**src/include/qhp_pkg.sv**
```systemverilog
// Shared constants for the quad UART host bus port.
// Assumes a single 40 MHz clock and eight host-visible registers per channel.
package qhp_pkg;
  localparam int CLK_PERIOD_NS = 25;
  localparam int DATA_W = 8;
  localparam int ADDR_W = 3;
  localparam int NUM_CHAN = 4;
  localparam int CHAN_W = 2;
  localparam int REGS_PER_CHAN = 8;
  localparam int MEM_DEPTH = NUM_CHAN * REGS_PER_CHAN;
  localparam int MEM_AW = 5;
  localparam int MCR_IRQ_EN_BIT = 3;
  localparam int MCR_ADDR = 4;
  localparam logic [DATA_W-1:0] REG_RESET = 8'h00;
  typedef enum logic [1:0] {
    QHP_IDLE = 2'b00,
    QHP_READ = 2'b01,
    QHP_WRITE = 2'b10
  } qhp_state_e;
endpackage

```
**src/verilog/qhp_port.sv**
```systemverilog
// Host bus port of a four-channel UART: strobe-style and direction-style modes.
// Assumes bus pins are asynchronous to CLK and the mode pin is static.
//
// Contract
// - In strobe mode a read strobe fall reads the register at the low address and drives it on the data bus.
// - In strobe mode a write strobe fall starts a write and its rise stores the data byte at the address.
// - In direction mode the write strobe pin means read when high and write when low.
// - In strobe mode each active-low channel select enables only its own channel.
// - In direction mode channel A select is the single active-low chip select.
// - In direction mode channel B and C selects become address bits 3 and 4 choosing the channel.
// - In strobe mode a channel interrupt pin is driven only when its modem control bit 3 is set.
// - In direction mode channel A interrupt becomes one open-drain active-low device interrupt.
// - In direction mode interrupts of channels B, C and D are held low.
// - In strobe mode the force input drives all interrupts regardless of bit 3.
// - The three low address bits pick one register of the addressed channel.
module qhp_port (
  input wire logic CLK,
  input wire logic NRST,
  input wire logic STROBE_MODE,
  input wire logic [qhp_pkg::ADDR_W-1:0] ADDR,
  input wire logic [qhp_pkg::DATA_W-1:0] DATA_IN,
  output logic [qhp_pkg::DATA_W-1:0] DATA_OUT,
  output logic DATA_OE,
  input wire logic READ_STROBE_N,
  input wire logic WRITE_STROBE_N,
  input wire logic CHAN_A_SELECT_N,
  input wire logic CHAN_B_SELECT_N,
  input wire logic CHAN_C_SELECT_N,
  input wire logic CHAN_D_SELECT_N,
  input wire logic IRQ_FORCE_SELECT,
  input wire logic [qhp_pkg::NUM_CHAN-1:0] CHAN_IRQ_REQ,
  output logic [qhp_pkg::NUM_CHAN-1:0] CHAN_IRQ,
  output logic [qhp_pkg::NUM_CHAN-1:0] CHAN_IRQ_OE
);
  import qhp_pkg::*;

  localparam int NSYNC = 9;
  // Idle pin levels; force idles low so reset makes no false edge
  localparam logic [NSYNC-1:0] PIN_IDLE = 9'h1bf;

  typedef struct packed {
    logic [NSYNC-1:0] s1;
    logic [NSYNC-1:0] s2;
    logic [NSYNC-1:0] s3;
    logic [NSYNC-1:0] cur;
    logic mode;
    logic mode_ok;
    logic [1:0] warm;
    qhp_state_e st;
    logic [MEM_AW-1:0] acc;
    logic [DATA_W-1:0] wbyte;
    logic [NUM_CHAN-1:0] irq_en;
    logic rd_pend;
    logic [DATA_W-1:0] dout;
    logic doe;
    logic [NUM_CHAN-1:0] irq;
    logic [NUM_CHAN-1:0] irq_oe;
  } qhp_state_s;

  qhp_state_s r_q, r_d;
  logic mem_we;
  logic [MEM_AW-1:0] mem_addr;
  logic [DATA_W-1:0] mem_rdata;
  logic [NSYNC-1:0] pins;

  // Pin bits: 0 rd_n, 1 wr_n, 2..5 sel A..D, 6 force, 7 mode, 8 unused spare
  assign pins = {1'b1, STROBE_MODE, IRQ_FORCE_SELECT, CHAN_D_SELECT_N, CHAN_C_SELECT_N,
                 CHAN_B_SELECT_N, CHAN_A_SELECT_N, WRITE_STROBE_N, READ_STROBE_N};

  // Channel index decode, used at the falling edge that opens each access
  function automatic logic [CHAN_W:0] chan_of(input logic mode, input logic [NSYNC-1:0] p);
    logic [CHAN_W:0] r;
    r = '0;
    if (mode) begin
      // Strobe mode: lowest active select wins, one-hot expected
      if (!p[2]) r = 3'b100;
      else if (!p[3]) r = 3'b101;
      else if (!p[4]) r = 3'b110;
      else if (!p[5]) r = 3'b111;
    end else if (!p[2]) begin
      // Address lines: the pin level is the bit itself
      r = {1'b1, p[4], p[3]};
    end
    return r;
  endfunction

  qhp_regmem #(.AW(MEM_AW), .DW(DATA_W)) u_mem (
    .clk(CLK),
    .we(mem_we),
    .waddr(r_q.acc),
    .wdata(r_q.wbyte),
    .raddr(mem_addr),
    .rdata(mem_rdata)
  );

  ////////////////////////////////////////////////////////////////////////
  logic [NSYNC-1:0] stab;
  logic rd_fall, wr_fall, wr_rise, rd_rise, dir_start, dir_end;
  logic [CHAN_W:0] ch;
  always_comb begin
    r_d = r_q;
    r_d.s1 = pins;
    r_d.s2 = r_q.s1;
    r_d.s3 = r_q.s2;
    // Change counts once stages two and three agree
    stab = r_q.cur;
    for (int i = 0; i < NSYNC; i++) begin
      if (r_q.s2[i] == r_q.s3[i]) stab[i] = r_q.s3[i];
    end
    r_d.cur = stab;
    ch = chan_of(r_q.mode, stab);
    mem_we = 1'b0;
    mem_addr = r_q.acc;
    // Mode taken once the synchroniser has refilled after reset, then frozen
    if (!r_q.mode_ok) begin
      if (r_q.warm == 2'h3) begin
        r_d.mode = stab[7];
        r_d.mode_ok = 1'b1;
      end else begin
        r_d.warm = r_q.warm + 2'h1;
      end
    end
    rd_fall = r_q.cur[0] & ~stab[0];
    rd_rise = ~r_q.cur[0] & stab[0];
    wr_fall = r_q.cur[1] & ~stab[1];
    wr_rise = ~r_q.cur[1] & stab[1];
    // Direction mode: access is framed by chip select A
    dir_start = r_q.cur[2] & ~stab[2];
    dir_end = ~r_q.cur[2] & stab[2];
    case (r_q.st)
      QHP_IDLE: begin
        if (r_q.mode_ok && r_q.mode && ch[CHAN_W]) begin
          if (rd_fall) begin
            r_d.acc = {ch[CHAN_W-1:0], ADDR};
            r_d.rd_pend = 1'b1;
            r_d.st = QHP_READ;
          end else if (wr_fall) begin
            r_d.acc = {ch[CHAN_W-1:0], ADDR};
            r_d.st = QHP_WRITE;
          end
        end else if (r_q.mode_ok && !r_q.mode && dir_start) begin
          // Read strobe and select D are ignored here
          r_d.acc = {ch[CHAN_W-1:0], ADDR};
          r_d.rd_pend = stab[1];
          r_d.st = stab[1] ? QHP_READ : QHP_WRITE;
        end
      end
      QHP_READ: begin
        mem_addr = r_q.acc;
        if (r_q.rd_pend) begin
          r_d.rd_pend = 1'b0;
        end else begin
          r_d.dout = mem_rdata;
          r_d.doe = 1'b1;
        end
        if ((r_q.mode && rd_rise) || (!r_q.mode && dir_end)) begin
          r_d.doe = 1'b0;
          r_d.st = QHP_IDLE;
        end
      end
      QHP_WRITE: begin
        // Byte latched late so it is settled at the closing edge
        r_d.wbyte = DATA_IN;
        if ((r_q.mode && wr_rise) || (!r_q.mode && dir_end)) begin
          mem_we = 1'b1;
          if (r_q.acc[ADDR_W-1:0] == ADDR_W'(MCR_ADDR)) begin
            r_d.irq_en[r_q.acc[MEM_AW-1:ADDR_W]] = r_q.wbyte[MCR_IRQ_EN_BIT];
          end
          r_d.st = QHP_IDLE;
        end
      end
      default: r_d.st = QHP_IDLE;
    endcase
    if (r_q.mode) begin
      r_d.irq = CHAN_IRQ_REQ;
      r_d.irq_oe = r_q.cur[6] ? '1 : r_q.irq_en;
    end else begin
      // Open drain: drive low only while any channel asks; unused pins driven low
      r_d.irq = '0;
      r_d.irq_oe = {3'b111, |CHAN_IRQ_REQ};
    end
  end

  // Asynchronous reset needs no running clock; all state takes constants
  always_ff @(posedge CLK or negedge NRST) begin
    if (!NRST) begin
      r_q <= '{s1: PIN_IDLE, s2: PIN_IDLE, s3: PIN_IDLE, cur: PIN_IDLE, mode: 1'b1, mode_ok: 1'b0,
               warm: 2'h0, st: QHP_IDLE,
               acc: '0, wbyte: REG_RESET, irq_en: '0, rd_pend: 1'b0, dout: REG_RESET,
               doe: 1'b0, irq: '0, irq_oe: '0};
    end else begin
      r_q <= r_d;
    end
  end

  assign DATA_OUT = r_q.dout;
  assign DATA_OE = r_q.doe;
  assign CHAN_IRQ = r_q.irq;
  assign CHAN_IRQ_OE = r_q.irq_oe;

  ////////////////////////////////////////////////////////////////////////
  property p_dir_b_low;
    @(posedge CLK) disable iff (!NRST) (r_q.mode_ok && !r_q.mode) |=>
      (CHAN_IRQ[3:1] == 3'b000 && CHAN_IRQ_OE[3:1] == 3'b111);
  endproperty
  a_dir_b_low: assert property (p_dir_b_low) else $error("Unused irq not low");

  property p_dir_a_od;
    @(posedge CLK) disable iff (!NRST) (r_q.mode_ok && !r_q.mode) |=> !CHAN_IRQ[0];
  endproperty
  a_dir_a_od: assert property (p_dir_a_od) else $error("Device irq not open drain");

  property p_force;
    @(posedge CLK) disable iff (!NRST) (r_q.mode && r_q.cur[6]) |=> CHAN_IRQ_OE == 4'hf;
  endproperty
  a_force: assert property (p_force) else $error("Forced irq not driven");

  property p_irq_en;
    @(posedge CLK) disable iff (!NRST) (r_q.mode && !r_q.cur[6]) |=> CHAN_IRQ_OE == $past(r_q.irq_en);
  endproperty
  a_irq_en: assert property (p_irq_en) else $error("Irq enable mismatch");

  property p_rd_release;
    @(posedge CLK) disable iff (!NRST) (r_q.st == QHP_READ && r_q.mode && rd_rise) |=> !DATA_OE;
  endproperty
  a_rd_release: assert property (p_rd_release) else $error("Bus not released");

  property p_rd_drive;
    @(posedge CLK) disable iff (!NRST)
      (r_q.st == QHP_IDLE && r_d.st == QHP_READ) ##1 (r_q.st == QHP_READ)[*3] |-> DATA_OE;
  endproperty
  a_rd_drive: assert property (p_rd_drive) else $error("Read data not driven");

  property p_wr_store;
    @(posedge CLK) disable iff (!NRST) mem_we |-> r_q.st == QHP_WRITE ##1 r_q.st == QHP_IDLE;
  endproperty
  a_wr_store: assert property (p_wr_store) else $error("Write outside cycle");

  property p_mode_static;
    @(posedge CLK) disable iff (!NRST) r_q.mode_ok |=> $stable(r_q.mode);
  endproperty
  a_mode_static: assert property (p_mode_static) else $error("Mode changed");

  property p_no_oe_idle;
    @(posedge CLK) disable iff (!NRST) (r_q.st != QHP_READ) |=> !DATA_OE || r_q.st == QHP_READ;
  endproperty
  a_no_oe_idle: assert property (p_no_oe_idle) else $error("Data driven outside read");
endmodule

```
**src/verilog/qhp_regmem.sv**
```systemverilog
// Small register store for the four channels, eight bytes each.
// Assumes one clock; read data come out of a register.
module qhp_regmem #(
  parameter int AW = 5,
  parameter int DW = 8
) (
  input wire logic clk,
  input wire logic we,
  input wire logic [AW-1:0] waddr,
  input wire logic [DW-1:0] wdata,
  input wire logic [AW-1:0] raddr,
  output logic [DW-1:0] rdata
);
  if (AW < 1 || DW < 1) begin : g_bad_size
    $error("Store width or depth out of range");
  end
  logic [DW-1:0] mem [2**AW];
  // No reset: contents are undefined until written, as in a plain RAM
  always_ff @(posedge clk) begin
    if (we) begin
      mem[waddr] <= wdata;
    end
    rdata <= mem[raddr];
  end
endmodule

```
**config.mk**
```make
export PLATFORM = sky130hd
export DESIGN_NAME = qhp_port
export DESIGN_NICKNAME = d
export VERILOG_FILES = /design/src/include/qhp_pkg.sv /design/src/verilog/qhp_port.sv /design/src/verilog/qhp_regmem.sv
export SDC_FILE = /design/constraint.sdc
export NUM_CORES = 1
export LEC_CHECK = 0
export BUFFER_PORTS_ARGS = -buffer_cell sky130_fd_sc_hd__buf_4
export CAP_MARGIN = 20
export CORE_UTILIZATION = 60
export CTS_BUF_LIST = sky130_fd_sc_hd__clkbuf_8
export DETAILED_ROUTE_END_ITERATION = 6
export GPL_TIMING_DRIVEN = 0
export PLACE_DENSITY = 0.77
export SYNTH_ARGS = -nofsm -noshare
export SYNTH_HDL_FRONTEND = slang
export SYNTH_HIERARCHICAL = 1
export SYNTH_SLANG_ARGS = --single-unit
```
**constraint.sdc**
```tcl
create_clock -name CLK -period 4.6 [get_ports CLK]
set_input_delay 0.92 -clock CLK [delete_from_list [all_inputs] [get_ports CLK]]
set_output_delay 0.92 -clock CLK [all_outputs]
set_load 0.05 [all_outputs]
```
; ---- Word level (Yosys, flattened, before mapping)
; Memories as Yosys holds them, arrays and structs flattened. A register that Yosys moved wholly into a read port is not among the register bits.
; Cells that the tools add are included.
[word_totals]
ff_bits = 73
memories = 1
out_inout_bits = 17
ramBits = 256
[memory_table]
columns = name, words, word_bits, rd, rd_clocked_by_memory_dff, wr, line
row1 = u_mem.mem, 32, 8, 1, 1, 1, qhp_regmem.sv:17  ; logic [DW-1:0] mem [2**AW];
[op_classes]
mux = 39
add_sub_neg = 1
n_lt_le_gt_ge = 2
n_bitwise = 15
reduce_logical = 23
eq_ne = 19
[op_table]
columns = cell, n
row1 = two-way mux 7 bit, 4
row2 = two-way mux 3 bit, 7
row3 = two-way mux 1 bit, 18
row4 = != test 3 bit (second input constant), 3
row5 = inverter 1 bit, 9
row6 = AND reduction 3 bit, 3
row7 = equality test 1 bit, 8
row8 = logical AND 1 bit, 8
row9 = two-way mux 2 bit, 4
row10 = two-way mux 8 bit, 1
row11 = AND reduction 2 bit, 4
row12 = AND 1 bit, 6
row13 = case mux 2 bit (3 select lines), 1
row14 = bitwise mux 4 bit, 1
row15 = equality test 2 bit (second input constant), 2
row16 = two-way mux 4 bit, 1
row17 = != test 2 bit (second input constant), 2
row18 = != test 4 bit (second input constant), 1
row19 = AND reduction 4 bit, 1
row20 = nonzero test 2 bit, 2
row21 = OR reduction 4 bit, 1
row22 = equality test 3 bit (second input constant), 1
row23 = < comparator 2 x 3 -> 1 bit (second input constant), 1
row24 = adder 2 x 1 -> 2 bit (second input constant), 1
row25 = 8 further kinds, 9

; ---- Logic depth before layout (Yosys ltp)
[logic_depth]
depth_word = 11
ltp_mapped = 7
ltp_nobuf = 4

; ---- Cells and area by module
; Netlist, hierarchy kept.
[modules_own_cells]
columns = mod, cells_each, area_per_inst_um2, instances, seq_area_each_um2
row1 = qhp_regmem, 417, 10053.4, 1, 7847.5
row2 = qhp_port, 208, 2855.2, 1, 1863.0

; ---- Worst setup path before layout
; No wires, ideal clock.
[synth_timing]
path_type = reg2reg
from = register r_q[35] (netlist name)
to = memory u_mem.mem[0][0], enable pin
arrival_time_ns = 2.019
path_stages_with_launch = 8
n_path_buf = 3
slack_ns = 2.211
period_less_slack_ns = 2.389
required_ns = 4.230
path_cell_list = dfrtp_1 -> buf_2 -> nand2b_1 -> buf_2 -> a21oi_1 -> or3b_2 -> clkbuf_1 -> nor2_1
[synth_between]
elab_chain_len = 4
[synth_rtl]
columns = item, line
row1 = start: declaration, qhp_port.sv:60  ; qhp_state_s r_q, r_d;
row2 = start signal: assignment, qhp_port.sv:187  ; r_q <= '{s1: PIN_IDLE, s2: PIN_IDLE, s3: PIN_IDLE, cur: PIN_IDLE, mode: 1'b1, mode_ok: 1'b0,
row3 = start signal: assignment, qhp_port.sv:192  ; r_q <= r_d;
row4 = equality test 2 bit, qhp_port.sv:130  ; case (r_q.st)
row5 = two-way mux 1 bit, qhp_port.sv:130
row6 = named net mem_we, qhp_port.sv:61  ; logic mem_we;
row7 = two-way mux 1 bit, qhp_regmem.sv:20  ; if (we) begin
row8 = two-way mux 1 bit (implied by the code), qhp_regmem.sv:21  ; mem[waddr] <= wdata;
row9 = end: declaration, qhp_regmem.sv:17
; The timed path passes the listed nets, and every way through them passes these cells.

==> reports/summary.txt <==
Run status = complete, no violations
Slowest stage delay, CP = 690 ps
Finished Cell Area = 14800 um^2
Ports = 42
Number of I/O port buffers = 41
Drt wl/cell = 24.6 um
Post-Synth Simple-Gate Area = 4.58%
DR vias/cell = 6.11
Inst Count DP = 941
Final worst slack = 1410 ps
Cell taking the most area after synthesis = edfxtp_1
Clock power frac = 25.7%
Largest cells by area after synthesis = edfxtp_1 (60%), mux4_2 (14%), dfrtp_1 (8.5%), dfstp_2 (5.9%), mux2_2 (2.3%)
Routed Antenna Nets = 0
Number of post-CTS setup repair buffers = 0
Top sig layer = met5
Max VDD drop = 0.000316 V
CTS Sinks = 337
Synth unique cells = 45
Critical path's slowest cell = buf_1
Int Power = 6.30 mW
Syn Area/Cell = 20.7 um^2
Vias in the first global route = 6482
Critical-path cell list = clkbuf_1, buf_1, mux4_2, mux4_2, mux2_2
Nets = 753
Adder-Cell Fraction of Synth Area = 0.717%
Min Tclk post-route = 3190 ps
PD cells = 610 nW/um^2
RSZ-0062 raised after global routing = false
Final HPWL DP = 16100 um
Async S/R FF share, synth = 21.7%
Multiplexer share of the synthesized area = 16.3%
Gr usage total = 24.1%
Mapped Nets = 651
TritonCTS Buffers = 51
Switching Power = 2.71 mW
Max Root-Sink Buffers = 3
Slew HR = 37.4%
Setup violations, final = 0
DRC = 0
Clk_lat worst skew = 570 ps
Nature of the critical path endpoint = flip-flop
Largest net degree at the start of global routing = 74
DR pass1 iterations = 5
Min Hold Slack = 352 ps
Met3 WL = 2090 um
Total power = 9.00 mW
Post-cts hold buffer count = 0
Achievable Freq = 313 MHz
Maxcap violations = 0
Worst setup SP type = flip-flop
Arr. time, crit path = 3630 ps
Initial Util = 61.2%
Die width = 149 um
Setup TNS = 0 ps
Sequential-to-total area share from yosys stat = 75.2%
Initial antenna violation count = 1
TritonCTS clock tree = built
Share of cells above drive strength 1 = 37.7%
Mapped Area = 12900 um^2
EDFF count, synth = 256
Clk root buf = clkbuf_8
H-tree level count = 2
Flop pwr share = 44.9%
DR WL met2 = 12800 um
Placed instance area = 13600 um^2
Required @ worst endpoint = 5040 ps
Rows = 53
Worst Tran Pin Value = 935 ps
Total core area = 21100 um^2
Share of the synthesized area in the top cell type = 59.6%
Worst slack, placed = 1480 ps
Clock transition at path regs = 70 ps
Most frequent cell on the critical path = mux4_2
First DRT Iteration DRCs = 594
Antenna Cells = 0
Leakage power = 5.15 nW
Post-route insts no fill = 1042
Largest family of logic cells by synthesized area = multiplexers
Die span in y = 149 um
Crit share post-route = 69.4%
Grt ovf = 0
Final hold viol count = 0
Final Slew Violations = 0
GPL Wtd Cong = 0.874
Post-synthesis compound-gate area fraction = 1.12%
Area growth syn-to-layout = 14.4%
Die area = 22100 um^2
Top_reg_cell synth = edfxtp_1
#FFs+latches synth = 337
Routed via count = 6363
Critical path class = reg2reg
Net Sw Frac = 30.1%
Yosys warns = 6
First-pass GRT wire length = 38000 um
Worst Skew = 43.8 ps
Final wirelength = 25600 um
Worst min path class = reg2reg
Final Util = 70.0%
Xor/xnor share of the synthesized area = 0.0678%
CTS resizes = 0
Comb pwr share = 29.4%
Crit-path max FO = 11
M1 WL = 10100 um
Cell count after synthesis = 625
[logic make-up (layout without fill, tap and decap cells)]
kind of cell,Yosys count,in the layout
fa+ha+maj,9,9
flops,337,337
compound gates,17,17
buf+inv,43,185
simple gates,111,111
mux,107,107
xor+xnor,1,1
[flip-flops by register name, summed over array words and instances (netlist names)]
| name | flops |
|---|---|
| r_q | 35 |
| mem_addr | 5 |
| DATA_OE | 1 |
| CHAN_IRQ_OE | 4 |
| CHAN_IRQ | 4 |
| u_mem/mem | 256 |
| u_mem/rdata | 8 |
| DATA_OUT | 8 |
| r_d | 16 |
[cell type report]
cell class	instances	area [um^2]
Timing Repair Buffer	49	528
Clock buffer	60	826
Tap cell	275	344
Buffer	39	240
Inverter	4	15.0
Clock inverter	33	156
Multi-Input combinational cell	245	2940
Sequential cell	337	9710
Fill cell	1262	6320
[layout by cell type, fill, tap and decap left out, drive strengths merged, types with 2 or more instances in the layout]
| cell | Yosys | layout |
|---|---|---|
| a211oi | 4 | 4 |
| maj3 | 8 | 8 |
| dfxtp | 8 | 8 |
| nor4 | 2 | 2 |
| buf | 32 | 81 |
| dfstp | 29 | 29 |
| nor2 | 42 | 42 |
| dfrtp | 44 | 44 |
| nand4b | 2 | 2 |
| nand3 | 3 | 3 |
| mux2 | 26 | 26 |
| nor2b | 2 | 2 |
| and2 | 4 | 4 |
| nand3b | 7 | 7 |
| a21oi | 4 | 4 |
| inv | 4 | 28 |
| edfxtp | 256 | 256 |
| nand2b | 5 | 5 |
| nand2 | 31 | 31 |
| nor3b | 3 | 3 |
| mux4 | 80 | 80 |
| clkinv | 0 | 8 |
| a31oi | 2 | 2 |
| clkbuf | 7 | 67 |
| or3b | 5 | 5 |
[critical path, delay by kind of cell, from the launching register on]
kind                   cells  cell delay [ps]
multiplexers               3             1230
buffers and inverters      2             1210
flip-flops                 1              600
[worst paths after layout]
kind | startpoint | end | slack (ps) | depth (start not counted)
min | r_d[60] | r_d[51] | 350 | 0
max | mem_addr[2] | u_mem/rdata[4] | 1410 | 5
max reg2reg | mem_addr[2] | u_mem/rdata[4] | 1410 | 5
min reg2reg | r_d[60] | r_d[51] | 350 | 0
max in group asynchronous | NRST | r_q[47] | 3480 | 1
min in group asynchronous | NRST | DATA_OUT[3] | 470 | 1
[cells in the mapped netlist, types with 2 or more instances]
cell type / number
buf_1: 6
inv_1: 4
nor2_1: 42
nand2b_1: 5
dfrtp_1: 44
nand3b_1: 7
nand2_1: 31
or3b_2: 5
mux2_2: 26
buf_4: 22
nor2b_1: 2
nand3_1: 3
a31oi_1: 2
a21oi_1: 4
mux4_2: 80
dfstp_2: 29
edfxtp_1: 256
clkbuf_1: 7
and2_1: 4
a211oi_1: 4
dfxtp_1: 8
nor3b_2: 2
buf_2: 3
maj3_1: 8
[layer usage]
layer  vias to the layer above  track usage [%]
met5                         -                0
met4                         2             9.28
met3                        44             5.18
met2                       313             37.9
met1                      3315             33.4
li1                       2689                -
[power groups by stage]
stage / clock network (mW) / logic [mW] / registers, mW
2_1_floorplan: 0 / 1.61 / 4.12
3_3_place_gp: 0 / 2.11 / 4.31
3_5_place_dp: 0 / 2.16 / 4.37
4_1_cts: 2.35 / 2.17 / 4.31
5_1_grt: 2.48 / 2.78 / 4.06
6_report: 2.31 / 2.65 / 4.04
Power figures use the tool's default switching activity.
